===== src/logic/smk_params.svh =====
`ifndef SMK_PARAMS_SVH
`define SMK_PARAMS_SVH

// sampling periods, oscillator cycles
`define SMK_P_IDLE 16'h00d2
`define SMK_P_ONE 16'h00c0
`define SMK_P_TWO 16'h0060
`define SMK_P_REMOTE 16'h0300
`define SMK_P_CHAMBER 16'h00da
`define SMK_P_TEST 16'h0018
// interconnect timing
`define SMK_DUMP 16'h0060
`define SMK_IO_SLOT_MASK 16'h0003
`define SMK_IO_MIN_RUN 4'h9
// warnings and horn
`define SMK_WARN_P 16'h00d4
`define SMK_CHIRP_GAP 16'h001a
`define SMK_HORN_ON 16'h0030
`define SMK_HORN_OFF_S 16'h0030
`define SMK_HORN_OFF_L 16'h0090
`define SMK_LED_P 16'h0030
// push-test and hush
`define SMK_FAIL_MIN 16'h0800
`define SMK_FAIL_MAX 16'h0c00
`define SMK_TIMER_CYC 16'he000
// sound codes
`define SMK_CODE_STBY 3'h0
`define SMK_CODE_LOCAL 3'h1
`define SMK_CODE_REMOTE 3'h2
`define SMK_CODE_PASS 3'h3
`define SMK_CODE_FAIL 3'h4
`define SMK_CODE_LOWBAT 3'h5
`define SMK_CODE_CHAMBER 3'h6
// register map, byte addresses
`define SMK_REG_CTRL 4'h0
`define SMK_REG_STAT 4'h4
`define SMK_CTRL_RST 1'b0
`endif


===== src/logic/smk_pkg.sv =====
package smk_pkg;
  typedef logic [15:0] smk_tick_t;
  typedef enum logic [2:0] {ST_STBY, ST_TEST, ST_PASS, ST_FWAIT, ST_FAIL} smk_state_e;
  typedef struct packed {
    logic sound_ctrl_bit2;
    logic sound_ctrl_bit1;
    logic sound_ctrl_bit0;
  } smk_sound_s;
  typedef struct packed {
    logic [3:0] address;
    logic read;
    logic write;
    logic [31:0] writedata;
  } smk_avs_req_s;
  // cycles elapsed since a stamp; wraps cleanly on the 16-bit base
  function automatic smk_tick_t smk_since(input smk_tick_t now, input smk_tick_t st);
    return now - st;
  endfunction
endpackage


===== src/logic/smk_horn.sv =====
`timescale 1ns/1ps
`include "smk_params.svh"
module smk_horn
(
  // clock, reset, enable
  input wire logic clk_i,
  input wire logic resetn_i,
  input wire logic en_i,
  // shared time base
  input wire smk_pkg::smk_tick_t now_i,
  // requests
  input wire logic pattern_i,
  input wire logic chirp_i,
  input wire logic triple_i,
  // horn enable
  output logic horn_o
);
  import smk_pkg::*;
  logic [2:0] ph_r;
  logic [1:0] left_r;
  logic horn_r;
  smk_tick_t ph_st_r;
  smk_tick_t ch_st_r;
  // phases 0,2,4 on; 1,3 short off; 5 long off
  wire smk_tick_t dur = (ph_r == 3'h5) ? `SMK_HORN_OFF_L :
    (ph_r[0] ? `SMK_HORN_OFF_S : `SMK_HORN_ON);
  wire ph_end = smk_since(now_i, ph_st_r) == dur - 16'h0001;
  wire fire = (left_r != 2'h0) && (smk_since(now_i, ch_st_r) == `SMK_CHIRP_GAP);

  // temporal pattern and chirp train share one output flop
  always_ff @(posedge clk_i or negedge resetn_i)
  begin
    if (!resetn_i)
    begin
      ph_r <= 3'h0;
      ph_st_r <= 16'h0000;
      left_r <= 2'h0;
      ch_st_r <= 16'h0000;
      horn_r <= 1'b0;
    end
    else if (en_i)
    begin
      if (!pattern_i)
      begin
        ph_r <= 3'h0;
        ph_st_r <= now_i + 16'h0001;
      end
      else if (ph_end)
      begin
        ph_r <= (ph_r == 3'h5) ? 3'h0 : ph_r + 3'h1;
        ph_st_r <= now_i + 16'h0001;
      end
      if (chirp_i)
      begin
        left_r <= triple_i ? 2'h3 : 2'h1;
        ch_st_r <= now_i - `SMK_CHIRP_GAP + 16'h0001;
      end
      else if (fire)
      begin
        left_r <= left_r - 2'h1;
        ch_st_r <= now_i;
      end
      horn_r <= pattern_i ? !ph_r[0] : fire;
    end
  end

  assign horn_o = horn_r;
endmodule // smk_horn


===== src/logic/smk_io_qual.sv =====
`timescale 1ns/1ps
`include "smk_params.svh"
module smk_io_qual
(
  // clock, reset, enable
  input wire logic clk_i,
  input wire logic resetn_i,
  input wire logic en_i,
  // shared time base
  input wire smk_pkg::smk_tick_t now_i,
  // line and local state
  input wire logic io_i,
  input wire logic local_i,
  // qualified remote alarm
  output logic remote_o
);
  import smk_pkg::*;
  logic [1:0] hits_r;
  logic [3:0] run_r;
  logic remote_r;
  // one slot in four is a sample; a low on any cycle restarts
  wire slot = (now_i & `SMK_IO_SLOT_MASK) == 16'h0000;
  wire blocked = local_i || !io_i;

  // three high slots then one more high cycle declares remote
  always_ff @(posedge clk_i or negedge resetn_i)
  begin
    if (!resetn_i)
    begin
      hits_r <= 2'h0;
      remote_r <= 1'b0;
    end
    else if (en_i)
    begin
      if (blocked)
      begin
        hits_r <= 2'h0;
        remote_r <= 1'b0;
      end
      else
      begin
        if (slot && hits_r != 2'h3)
          hits_r <= hits_r + 2'h1;
        if (hits_r == 2'h3)
          remote_r <= 1'b1;
      end
    end
  end

  // helper: run of high cycles, read only by a check
  always_ff @(posedge clk_i or negedge resetn_i)
  begin
    if (!resetn_i)
      run_r <= 4'h0;
    else if (en_i)
      run_r <= !io_i ? 4'h0 : (run_r == 4'hf ? run_r : run_r + 4'h1);
  end

  assign remote_o = remote_r;
endmodule // smk_io_qual


===== src/logic/smk_seq.sv =====
`timescale 1ns/1ps
`include "smk_params.svh"
module smk_seq
#(
  // hush length, shortened in simulation
  parameter smk_pkg::smk_tick_t TIMER_CYC = `SMK_TIMER_CYC
)
(
  // clock, reset, oscillator tick
  input wire logic sys_clk_i,
  input wire logic resetn_i,
  input wire logic clk_en_i,
  // sensing and user inputs
  input wire logic smoke_i,
  input wire logic test_i,
  input wire logic quiet_en_i,
  input wire logic low_batt_i,
  input wire logic chamber_bad_i,
  // interconnect pin
  input wire logic io_i,
  output logic io_o,
  output logic io_oe_n_o,
  // chamber, indicator, horn
  output logic strobe_o,
  output logic ired_o,
  output logic led_o,
  output logic horn_o,
  // amplifier gain selects and hush timer mode
  output logic high_gain_cap_o,
  output logic low_gain_cap_o,
  output logic gain_boost_o,
  output logic timer_mode_o,
  // sound IC code
  output smk_pkg::smk_sound_s sound_o,
  // register bus
  input wire smk_pkg::smk_avs_req_s avs_req_i,
  output logic [31:0] avs_readdata_o,
  output logic avs_waitrequest_o
);
  import smk_pkg::*;

  smk_tick_t now_r;
  smk_tick_t smp_st_r;
  smk_tick_t chm_st_r;
  smk_tick_t led_st_r;
  smk_tick_t warn_st_r;
  smk_tick_t rel_st_r;
  smk_tick_t tmr_st_r;
  smk_tick_t dmp_st_r;
  smk_state_e state_r;
  logic [1:0] vcnt_r;
  logic [1:0] pcnt_r;
  logic [1:0] fcnt_r;
  logic local_r;
  logic pend_r;
  logic chm_pend_r;
  logic test_q_r;
  logic dump_r;
  logic timer_r;
  logic blink_r;
  logic wait_r;
  logic [31:0] rdata_r;
  logic strobe_r;
  logic ired_r;
  logic led_r;
  logic hg_r;
  logic lg_r;
  logic io_r;
  logic oe_n_r;
  smk_sound_s sound_r;
  logic remote;
  logic [7:0] dmp_len_r;

  // mode decode
  wire stby = state_r == ST_STBY;
  wire in_test = (state_r == ST_TEST) || (state_r == ST_PASS);
  wire test_fall = test_q_r && !test_i;
  wire drive_hi = local_r || (state_r == ST_PASS);

  // sampling schedule; vcnt_r[1] means two or more valid samples
  wire smk_tick_t period = in_test ? `SMK_P_TEST :
    (local_r || vcnt_r[1]) ? `SMK_P_TWO :
    (vcnt_r == 2'h1) ? `SMK_P_ONE :
    remote ? `SMK_P_REMOTE : `SMK_P_IDLE;
  wire smk_tick_t smp_age = smk_since(now_r, smp_st_r);
  wire smp_due = smp_age >= period;
  // a chamber check keeps clear of a sample due now or next cycle, so that
  // sample keeps its own stamp and is not taken at high gain
  wire chm_due = stby && !local_r && (smp_age + 16'h0001 < period) &&
    smk_since(now_r, chm_st_r) >= `SMK_P_CHAMBER;
  wire strobe_nxt = smp_due || chm_due;

  // indicator: remote-only alarm gives no pulses at all
  wire led_alarm = local_r || in_test;
  wire smk_tick_t led_per = led_alarm ? `SMK_LED_P : (timer_r ? `SMK_P_IDLE : `SMK_WARN_P);
  wire led_en = led_alarm || (!remote && stby && (timer_r || blink_r));
  wire led_nxt = led_en && smk_since(now_r, led_st_r) >= led_per;
  // emitter yields to the indicator so its current spike cannot upset a sample
  wire ired_nxt = strobe_nxt && !led_nxt;

  // smoke results arrive the cycle after a strobe; chamber checks are not smoke
  wire smoke_hit = pend_r && !chm_pend_r && smoke_i;
  wire smoke_miss = pend_r && !chm_pend_r && !smoke_i;
  wire local_set = stby && !local_r && smoke_hit && (vcnt_r == 2'h2);
  wire local_end = local_r && smoke_miss;
  wire pass_exit = (state_r == ST_PASS) && !test_i && pend_r && (pcnt_r == 2'h2);
  wire dump_start = local_end || pass_exit;
  wire dump_done = dump_r && (smk_since(now_r, dmp_st_r) == `SMK_DUMP);

  // warnings only in quiet standby; low battery outranks the chamber
  wire warn_act = stby && !local_r && !remote && (low_batt_i || chamber_bad_i);
  wire warn_due = warn_act && smk_since(now_r, warn_st_r) >= `SMK_WARN_P;
  wire smk_tick_t rel_age = smk_since(now_r, rel_st_r);
  wire fail_show = (state_r == ST_FAIL) && (rel_age >= `SMK_FAIL_MIN);

  // gain select
  wire hg_nxt = (state_r == ST_TEST) || (state_r == ST_FWAIT) ||
    ((state_r == ST_PASS) && test_i) || chm_due || chm_pend_r;

  // sound code, highest priority first
  wire [2:0] code_nxt = local_r ? `SMK_CODE_LOCAL :
    (state_r == ST_PASS) ? `SMK_CODE_PASS :
    fail_show ? `SMK_CODE_FAIL :
    remote ? `SMK_CODE_REMOTE :
    warn_due ? (low_batt_i ? `SMK_CODE_LOWBAT : `SMK_CODE_CHAMBER) :
    `SMK_CODE_STBY;

  // bus decode
  wire req = avs_req_i.read || avs_req_i.write;
  wire acc = req && !wait_r;
  wire [31:0] rd_nxt = (avs_req_i.address == `SMK_REG_CTRL) ? {31'h0, blink_r} :
    (avs_req_i.address == `SMK_REG_STAT) ?
    {22'h0, timer_r, remote, local_r, dump_r, state_r, sound_r} : 32'h0;

  // single free-running time base; everything else stamps it
  always_ff @(posedge sys_clk_i or negedge resetn_i)
  begin
    if (!resetn_i)
      now_r <= 16'h0000;
    else if (clk_en_i)
      now_r <= now_r + 16'h0001;
  end

  // push-test sequence
  always_ff @(posedge sys_clk_i or negedge resetn_i)
  begin
    if (!resetn_i)
    begin
      state_r <= ST_STBY;
      pcnt_r <= 2'h0;
      fcnt_r <= 2'h0;
      rel_st_r <= 16'h0000;
    end
    else if (clk_en_i)
    begin
      case (state_r)
        ST_STBY:
        begin
          pcnt_r <= 2'h0;
          fcnt_r <= 2'h0;
          if (test_i && !local_r)
            state_r <= ST_TEST;
        end
        ST_TEST:
        begin
          if (!test_i)
            state_r <= ST_STBY;
          else if (pend_r && smoke_i)
          begin
            pcnt_r <= pcnt_r + 2'h1;
            fcnt_r <= 2'h0;
            if (pcnt_r == 2'h2)
            begin
              state_r <= ST_PASS;
              pcnt_r <= 2'h0;
            end
          end
          else if (pend_r)
          begin
            pcnt_r <= 2'h0;
            fcnt_r <= fcnt_r + 2'h1;
            if (fcnt_r == 2'h2)
              state_r <= ST_FWAIT;
          end
        end
        ST_PASS:
        begin
          // three more strobes after release, then back to standby
          if (test_i)
            pcnt_r <= 2'h0;
          else if (pend_r)
            pcnt_r <= pcnt_r + 2'h1;
          if (pass_exit)
            state_r <= ST_STBY;
        end
        ST_FWAIT:
        begin
          if (!test_i)
          begin
            state_r <= ST_FAIL;
            rel_st_r <= now_r;
          end
        end
        ST_FAIL:
        begin
          if (test_i)
            state_r <= ST_TEST;
          else if (rel_age >= `SMK_FAIL_MAX - 16'h0001)
            state_r <= ST_STBY;
        end
        default:
          state_r <= ST_STBY;
      endcase
    end
  end

  // smoke speed-up and local alarm
  always_ff @(posedge sys_clk_i or negedge resetn_i)
  begin
    if (!resetn_i)
    begin
      vcnt_r <= 2'h0;
      local_r <= 1'b0;
    end
    else if (clk_en_i)
    begin
      if (!stby || smoke_miss)
        vcnt_r <= 2'h0;
      else if (smoke_hit && vcnt_r != 2'h3)
        vcnt_r <= vcnt_r + 2'h1;
      if (local_set)
        local_r <= 1'b1;
      else if (local_end)
        local_r <= 1'b0;
    end
  end

  // schedule stamps
  always_ff @(posedge sys_clk_i or negedge resetn_i)
  begin
    if (!resetn_i)
    begin
      smp_st_r <= 16'h0000;
      chm_st_r <= 16'h0000;
      led_st_r <= 16'h0000;
      warn_st_r <= 16'h0000;
      pend_r <= 1'b0;
      chm_pend_r <= 1'b0;
      test_q_r <= 1'b0;
    end
    else if (clk_en_i)
    begin
      pend_r <= strobe_nxt;
      chm_pend_r <= chm_due;
      test_q_r <= test_i;
      if (smp_due)
        smp_st_r <= now_r;
      if (chm_due)
        chm_st_r <= now_r;
      // restamp while idle so the first pulse comes a full period later
      if (led_nxt || !led_en)
        led_st_r <= now_r;
      if (warn_due || !warn_act)
        warn_st_r <= now_r;
    end
  end

  // hush timer and interconnect discharge
  always_ff @(posedge sys_clk_i or negedge resetn_i)
  begin
    if (!resetn_i)
    begin
      timer_r <= 1'b0;
      tmr_st_r <= 16'h0000;
      dump_r <= 1'b0;
      dmp_st_r <= 16'h0000;
    end
    else if (clk_en_i)
    begin
      if (test_fall && quiet_en_i)
      begin
        timer_r <= 1'b1;
        tmr_st_r <= now_r;
      end
      else if (timer_r && smk_since(now_r, tmr_st_r) >= TIMER_CYC)
        timer_r <= 1'b0;
      if (dump_start)
      begin
        dump_r <= 1'b1;
        dmp_st_r <= now_r;
      end
      else if (dump_done)
        dump_r <= 1'b0;
    end
  end

  // output flops
  always_ff @(posedge sys_clk_i or negedge resetn_i)
  begin
    if (!resetn_i)
    begin
      strobe_r <= 1'b0;
      ired_r <= 1'b0;
      led_r <= 1'b0;
      hg_r <= 1'b0;
      lg_r <= 1'b1;
      io_r <= 1'b0;
      oe_n_r <= 1'b1;
      sound_r <= `SMK_CODE_STBY;
    end
    else if (clk_en_i)
    begin
      strobe_r <= strobe_nxt;
      ired_r <= ired_nxt;
      led_r <= led_nxt;
      hg_r <= hg_nxt;
      lg_r <= !hg_nxt;
      io_r <= drive_hi;
      oe_n_r <= !(drive_hi || dump_r);
      sound_r <= code_nxt;
    end
  end

  // bus slave: waitrequest drops one cycle after a request appears
  always_ff @(posedge sys_clk_i or negedge resetn_i)
  begin
    if (!resetn_i)
    begin
      wait_r <= 1'b1;
      rdata_r <= 32'h0;
      blink_r <= `SMK_CTRL_RST;
    end
    else if (clk_en_i)
    begin
      if (req && wait_r)
      begin
        wait_r <= 1'b0;
        rdata_r <= rd_nxt;
      end
      else
        wait_r <= 1'b1;
      if (acc && avs_req_i.write && avs_req_i.address == `SMK_REG_CTRL)
        blink_r <= avs_req_i.writedata[0];
    end
  end

  smk_io_qual u_io
  (
    .clk_i(sys_clk_i),
    .resetn_i(resetn_i),
    .en_i(clk_en_i),
    .now_i(now_r),
    .io_i(io_i),
    .local_i(drive_hi), // our own drive must not qualify
    .remote_o(remote)
  );

  smk_horn u_horn
  (
    .clk_i(sys_clk_i),
    .resetn_i(resetn_i),
    .en_i(clk_en_i),
    .now_i(now_r),
    .pattern_i(local_r || remote || (state_r == ST_PASS)),
    .chirp_i(warn_due),
    .triple_i(!low_batt_i),
    .horn_o(horn_o)
  );

  assign strobe_o = strobe_r;
  assign ired_o = ired_r;
  assign led_o = led_r;
  assign high_gain_cap_o = hg_r;
  assign low_gain_cap_o = lg_r;
  assign gain_boost_o = local_r;
  assign timer_mode_o = timer_r;
  assign io_o = io_r;
  assign io_oe_n_o = oe_n_r;
  assign sound_o = sound_r;
  assign avs_readdata_o = rdata_r;
  assign avs_waitrequest_o = wait_r;

  // helper: enabled cycles the discharge has been on the pin
  wire dmp_pin = !oe_n_r && !io_r;
  always_ff @(posedge sys_clk_i or negedge resetn_i)
  begin
    if (!resetn_i)
      dmp_len_r <= 8'h0;
    else if (clk_en_i)
      dmp_len_r <= dmp_pin ? dmp_len_r + 8'h1 : 8'h0;
  end
endmodule // smk_seq

===== config.mk =====
export PLATFORM = sky130hd
export DESIGN_NAME = smk_seq
export DESIGN_NICKNAME = d
export VERILOG_FILES = /design/src/logic/smk_pkg.sv /design/src/logic/smk_horn.sv /design/src/logic/smk_io_qual.sv /design/src/logic/smk_seq.sv
export VERILOG_INCLUDE_DIRS = /design/src /design/src/logic
export SDC_FILE = /design/constraint.sdc
export NUM_CORES = 1
export LEC_CHECK = 0
export BUFFER_PORTS_ARGS = -buffer_cell sky130_fd_sc_hd__buf_2
export CAP_MARGIN = 20
export CORE_ASPECT_RATIO = 1.4
export CORE_MARGIN = 3
export CORE_UTILIZATION = 30
export DETAILED_ROUTE_END_ITERATION = 6
export MAX_ROUTING_LAYER = met4
export PLACE_DENSITY = 0.57
export SLEW_MARGIN = 20
export SYNTH_ARGS = -nofsm -noshare
export SYNTH_HDL_FRONTEND = slang
export SYNTH_HIERARCHICAL = 1
export SYNTH_SLANG_ARGS = --single-unit
export TNS_END_PERCENT = 1

===== constraint.sdc =====
create_clock -name sys_clk_i -period 5.2 [get_ports sys_clk_i]
set_input_delay 1.04 -clock sys_clk_i [delete_from_list [all_inputs] [get_ports sys_clk_i]]
set_output_delay 1.04 -clock sys_clk_i [all_outputs]
set_load 0.05 [all_outputs]

==> impl_metrics.yaml <==
run_status:
  status: "completed"
timing:
  fmax_mhz: 208
  tightest_slew_ns: 1.06
  setup_viol: 0
  slew_headroom: 0.292
  min_period_ns: 4.80
  skew_ns: 0.0232
  finalHoldViolations: 0
  setup_ws_ns: 0.399
  rsz0062_at_grt: "no"
  period_share: 0.923
  finalSetupTns_ns: 0
  slew_viol_final: 0
grt:
  grt_pass1_vias: 14200
  grt_max_degree: 111
  antenna_found_initial: 0
  grt_usage: 0.155
  grt_remaining_overflow: 0
  grt_pass1_wl_mm: 73.1
power_and_ir_drop:
  peakVddDrop_uv: 261
  power_leakage_uw: 0.00869
  power.density_mw_per_mm2: 601
clocking:
  cts_tree: "built"
  cts.sinks: 205
  cts-root-buf: "clkbuf_16"
  clock_latency_ns: 0.56
  h-tree-depth: 1
  numCtsBuffers: 25
  clockBufferDepth: 3
  path_clk_slew_ns: 0.06
  cts_hold_buf: 0
synth:
  synth_top_family_by_area: "compound AO/OA/AOI/OAI gates"
  syn_area_mm2: 0.0168
  yosys.area_share.simple: 0.156
  synth.ff_latch_count: 205
  synth_top_area_cell: "dfrtp_1"
  muxShareOfSynthArea: 0.0931
  syn_inst: 1877
  synth_compound_area_frac: 0.188
  yosys_warnings: 6
  synth-edff-count: 0
  synth-xor-area-share: 0.0556
  yosysUniqueCellTypes: 103
  yosysSeqAreaShare: 0.305
  ys_top_cells_by_area: "dfrtp_1 30%, ha_1 13%, mux2_2 6.2%"
  avgSynthCellArea_um2: 8.95
  synth_top_area_share: 0.301
  synth-adder-area-share: 0.132
  synth_most_common_cell: "dfrtp_1"
  ys.flop_type: "dfrtp_1"
  async_flop_share: 1.00
  synth_common_cells: "202 x dfrtp_1, 191 x inv_1, 168 x ha_1, 115 x nand2_1, 110 x nor2_1"
placement:
  place.gp.congestion: 0.892
  portBuffers: 39
  dp_worst_setup_slack_ns: 0.335
  hpwl_mm: 33.0
detailed_routing:
  drc_errors: 0
  drtIter0Drc: 685
  viasPerCell: 5.21
  vias: 13900
  ant_nets: 0
  wl_per_cell_um: 16.6
  drt_wl_total_mm: 44.4
  dr.pass1.iters: 5
critical_path:
  cp_cell_sequence: "buf_12 -> inv_1 -> fa_1 -> xor2_1 -> a2111oi_0 -> o2111ai_1 -> or3b_2 -> a2111oi_0 -> nand4_1 -> a21oi_2 -> buf_4 -> mux2i_1"
  worst_setup_path_start_kind: "register"
  path_max_fanout: 19
  critPathKind: "register to register"
  crit_required_ns: 5.68
  cpPeakStageDelay_ns: 0.62
  cpMostUsedCell: "a2111oi_0"
  slowest_stage: "dfrtp_1"
  worst_setup_path_end_kind: "register"
  crit_arrival_ns: 5.28
flow_run:
  cap_violations: 0
final_layout:
  nets: 2145
  area_growth_pct: 11.7
  n_antenna_cell: 0
  drive_above_1_share: 0.140
  fill_cells: 5741
floorplanning:
  die-area_mm2: 0.0589
  die_w_um: 206
  coreArea_mm2: 0.0554
  std_cell_rows: 102
  initial_core_util: 0.303
  boundaryPins: 93
  die_y_um: 286
min_path:
  min_path_type: "register to register"
cells by family after synthesis:
kind of cell / after synthesis
AO/OA/AOI/OAI: 466
XOR/XNOR: 105
adder cells (fa/ha/maj): 174
buffers and inverters: 279
flip-flops: 205
multiplexers: 141
other: 1
AND/OR/NAND/NOR: 506
final cells by class:
cell class	count	area (um2)	area share
multi-input cells	1414	10600	0.565
inverters	192	721	0.0384
clock inverters	11	156	0.00833
clock buffers	32	662	0.0353
well taps	728	911	0.0485
repair buffers	86	591	0.0315
flip-flops and latches	205	5130	0.273
worst max-delay path: cells and delay by family (launching register included):
| kind | cells | cell delay, ns |
|---|---|---|
| flops | 1 | 0.62 |
| xor+xnor | 1 | 0.19 |
| fa+ha+maj | 1 | 0.50 |
| buf+inv | 3 | 0.63 |
| mux | 1 | 0.19 |
| compound gates | 4 | 1.76 |
| simple gates | 2 | 0.83 |
state kept, by name, indices dropped and copies added (netlist names), 10 cells and up:
signal          flops
dmp_st_r           16
u_horn/ph_st_r     16
u_horn/ch_st_r     16
chm_st_r           16
tmr_st_r           16
warn_st_r          16
rel_st_r           16
now_r              16
avs_readdata_o     10
led_st_r           16
smp_st_r           16
power by group:
group	internal, uW	switching [uW]
clock	1050	736
combinational	3090	4160
sequential	1970	273
per-layer routing:
metal  up-vias  routed length (um)  track usage
li1       6803                   -            -
met1      6807               18500        0.177
met2       211               23700        0.288
met3        69                1180       0.0139
met4         0                1050       0.0392
met5         -                   0            -
final timing paths:
kind | slack, ns | end | cells past startpoint | start
setup / recovery | 0.40 | u_horn/ph_st_r[12]$_DFFE_PN0P_ | 12 | now_r[1]$_DFFE_PN0P_
max in group asynchronous | 3.54 | low_gain_cap_o$_DFFE_PN1P_ | 2 | resetn_i
hold / removal | 0.48 | rel_st_r[1]$_DFFE_PN0P_ | 2 | rel_st_r[1]$_DFFE_PN0P_
setup reg to reg | 0.40 | u_horn/ph_st_r[12]$_DFFE_PN0P_ | 12 | now_r[1]$_DFFE_PN0P_
min in group asynchronous | 0.53 | warn_st_r[9]$_DFFE_PN0P_ | 1 | resetn_i
hold reg to reg | 0.48 | rel_st_r[1]$_DFFE_PN0P_ | 2 | rel_st_r[1]$_DFFE_PN0P_
cell usage in the layout (no fill, tap or decap), types with 16 or more instances in the layout:
| cell type | instances |
|---|---|
| a211oi_1 | 23 |
| a21o_1 | 28 |
| a21oi_1 | 105 |
| and3_1 | 21 |
| buf_2 | 38 |
| buf_4 | 44 |
| clkbuf_16 | 25 |
| conb_1 | 22 |
| dfrtp_1 | 202 |
| ha_1 | 168 |
| inv_1 | 191 |
| mux2_2 | 93 |
| mux2i_1 | 40 |
| nand2_1 | 115 |
| nand2b_1 | 16 |
| nand3_1 | 41 |
| nand4_1 | 22 |
| nor2_1 | 110 |
| nor2b_1 | 33 |
| nor3_1 | 38 |
| o21a_1 | 22 |
| o21ai_0 | 109 |
| or3_1 | 20 |
| xnor2_1 | 65 |
| xor2_1 | 38 |
per-stage QoR:
step                      utilization  hold slack (ns)  instance area, um2  power (uW)  cells
final                           0.339            0.482               18800       11300   2668
after detailed placement        0.324            0.470               17900        9470   2625
after global placement          0.324            0.461               17900        9320   2624
after CTS                       0.339            0.484               18800       11300   2668
after global routing            0.339            0.507               18800       12300   2668
after floorplan                     -            0.419               16900        7780   1898
what timing repair did:
item,4_1_cts,5_1_grt
setup endpoints to repair,0,4
resized for setup,0,1
buffers inserted,0,0
Note: power is estimated with default switching activity, not from simulation.
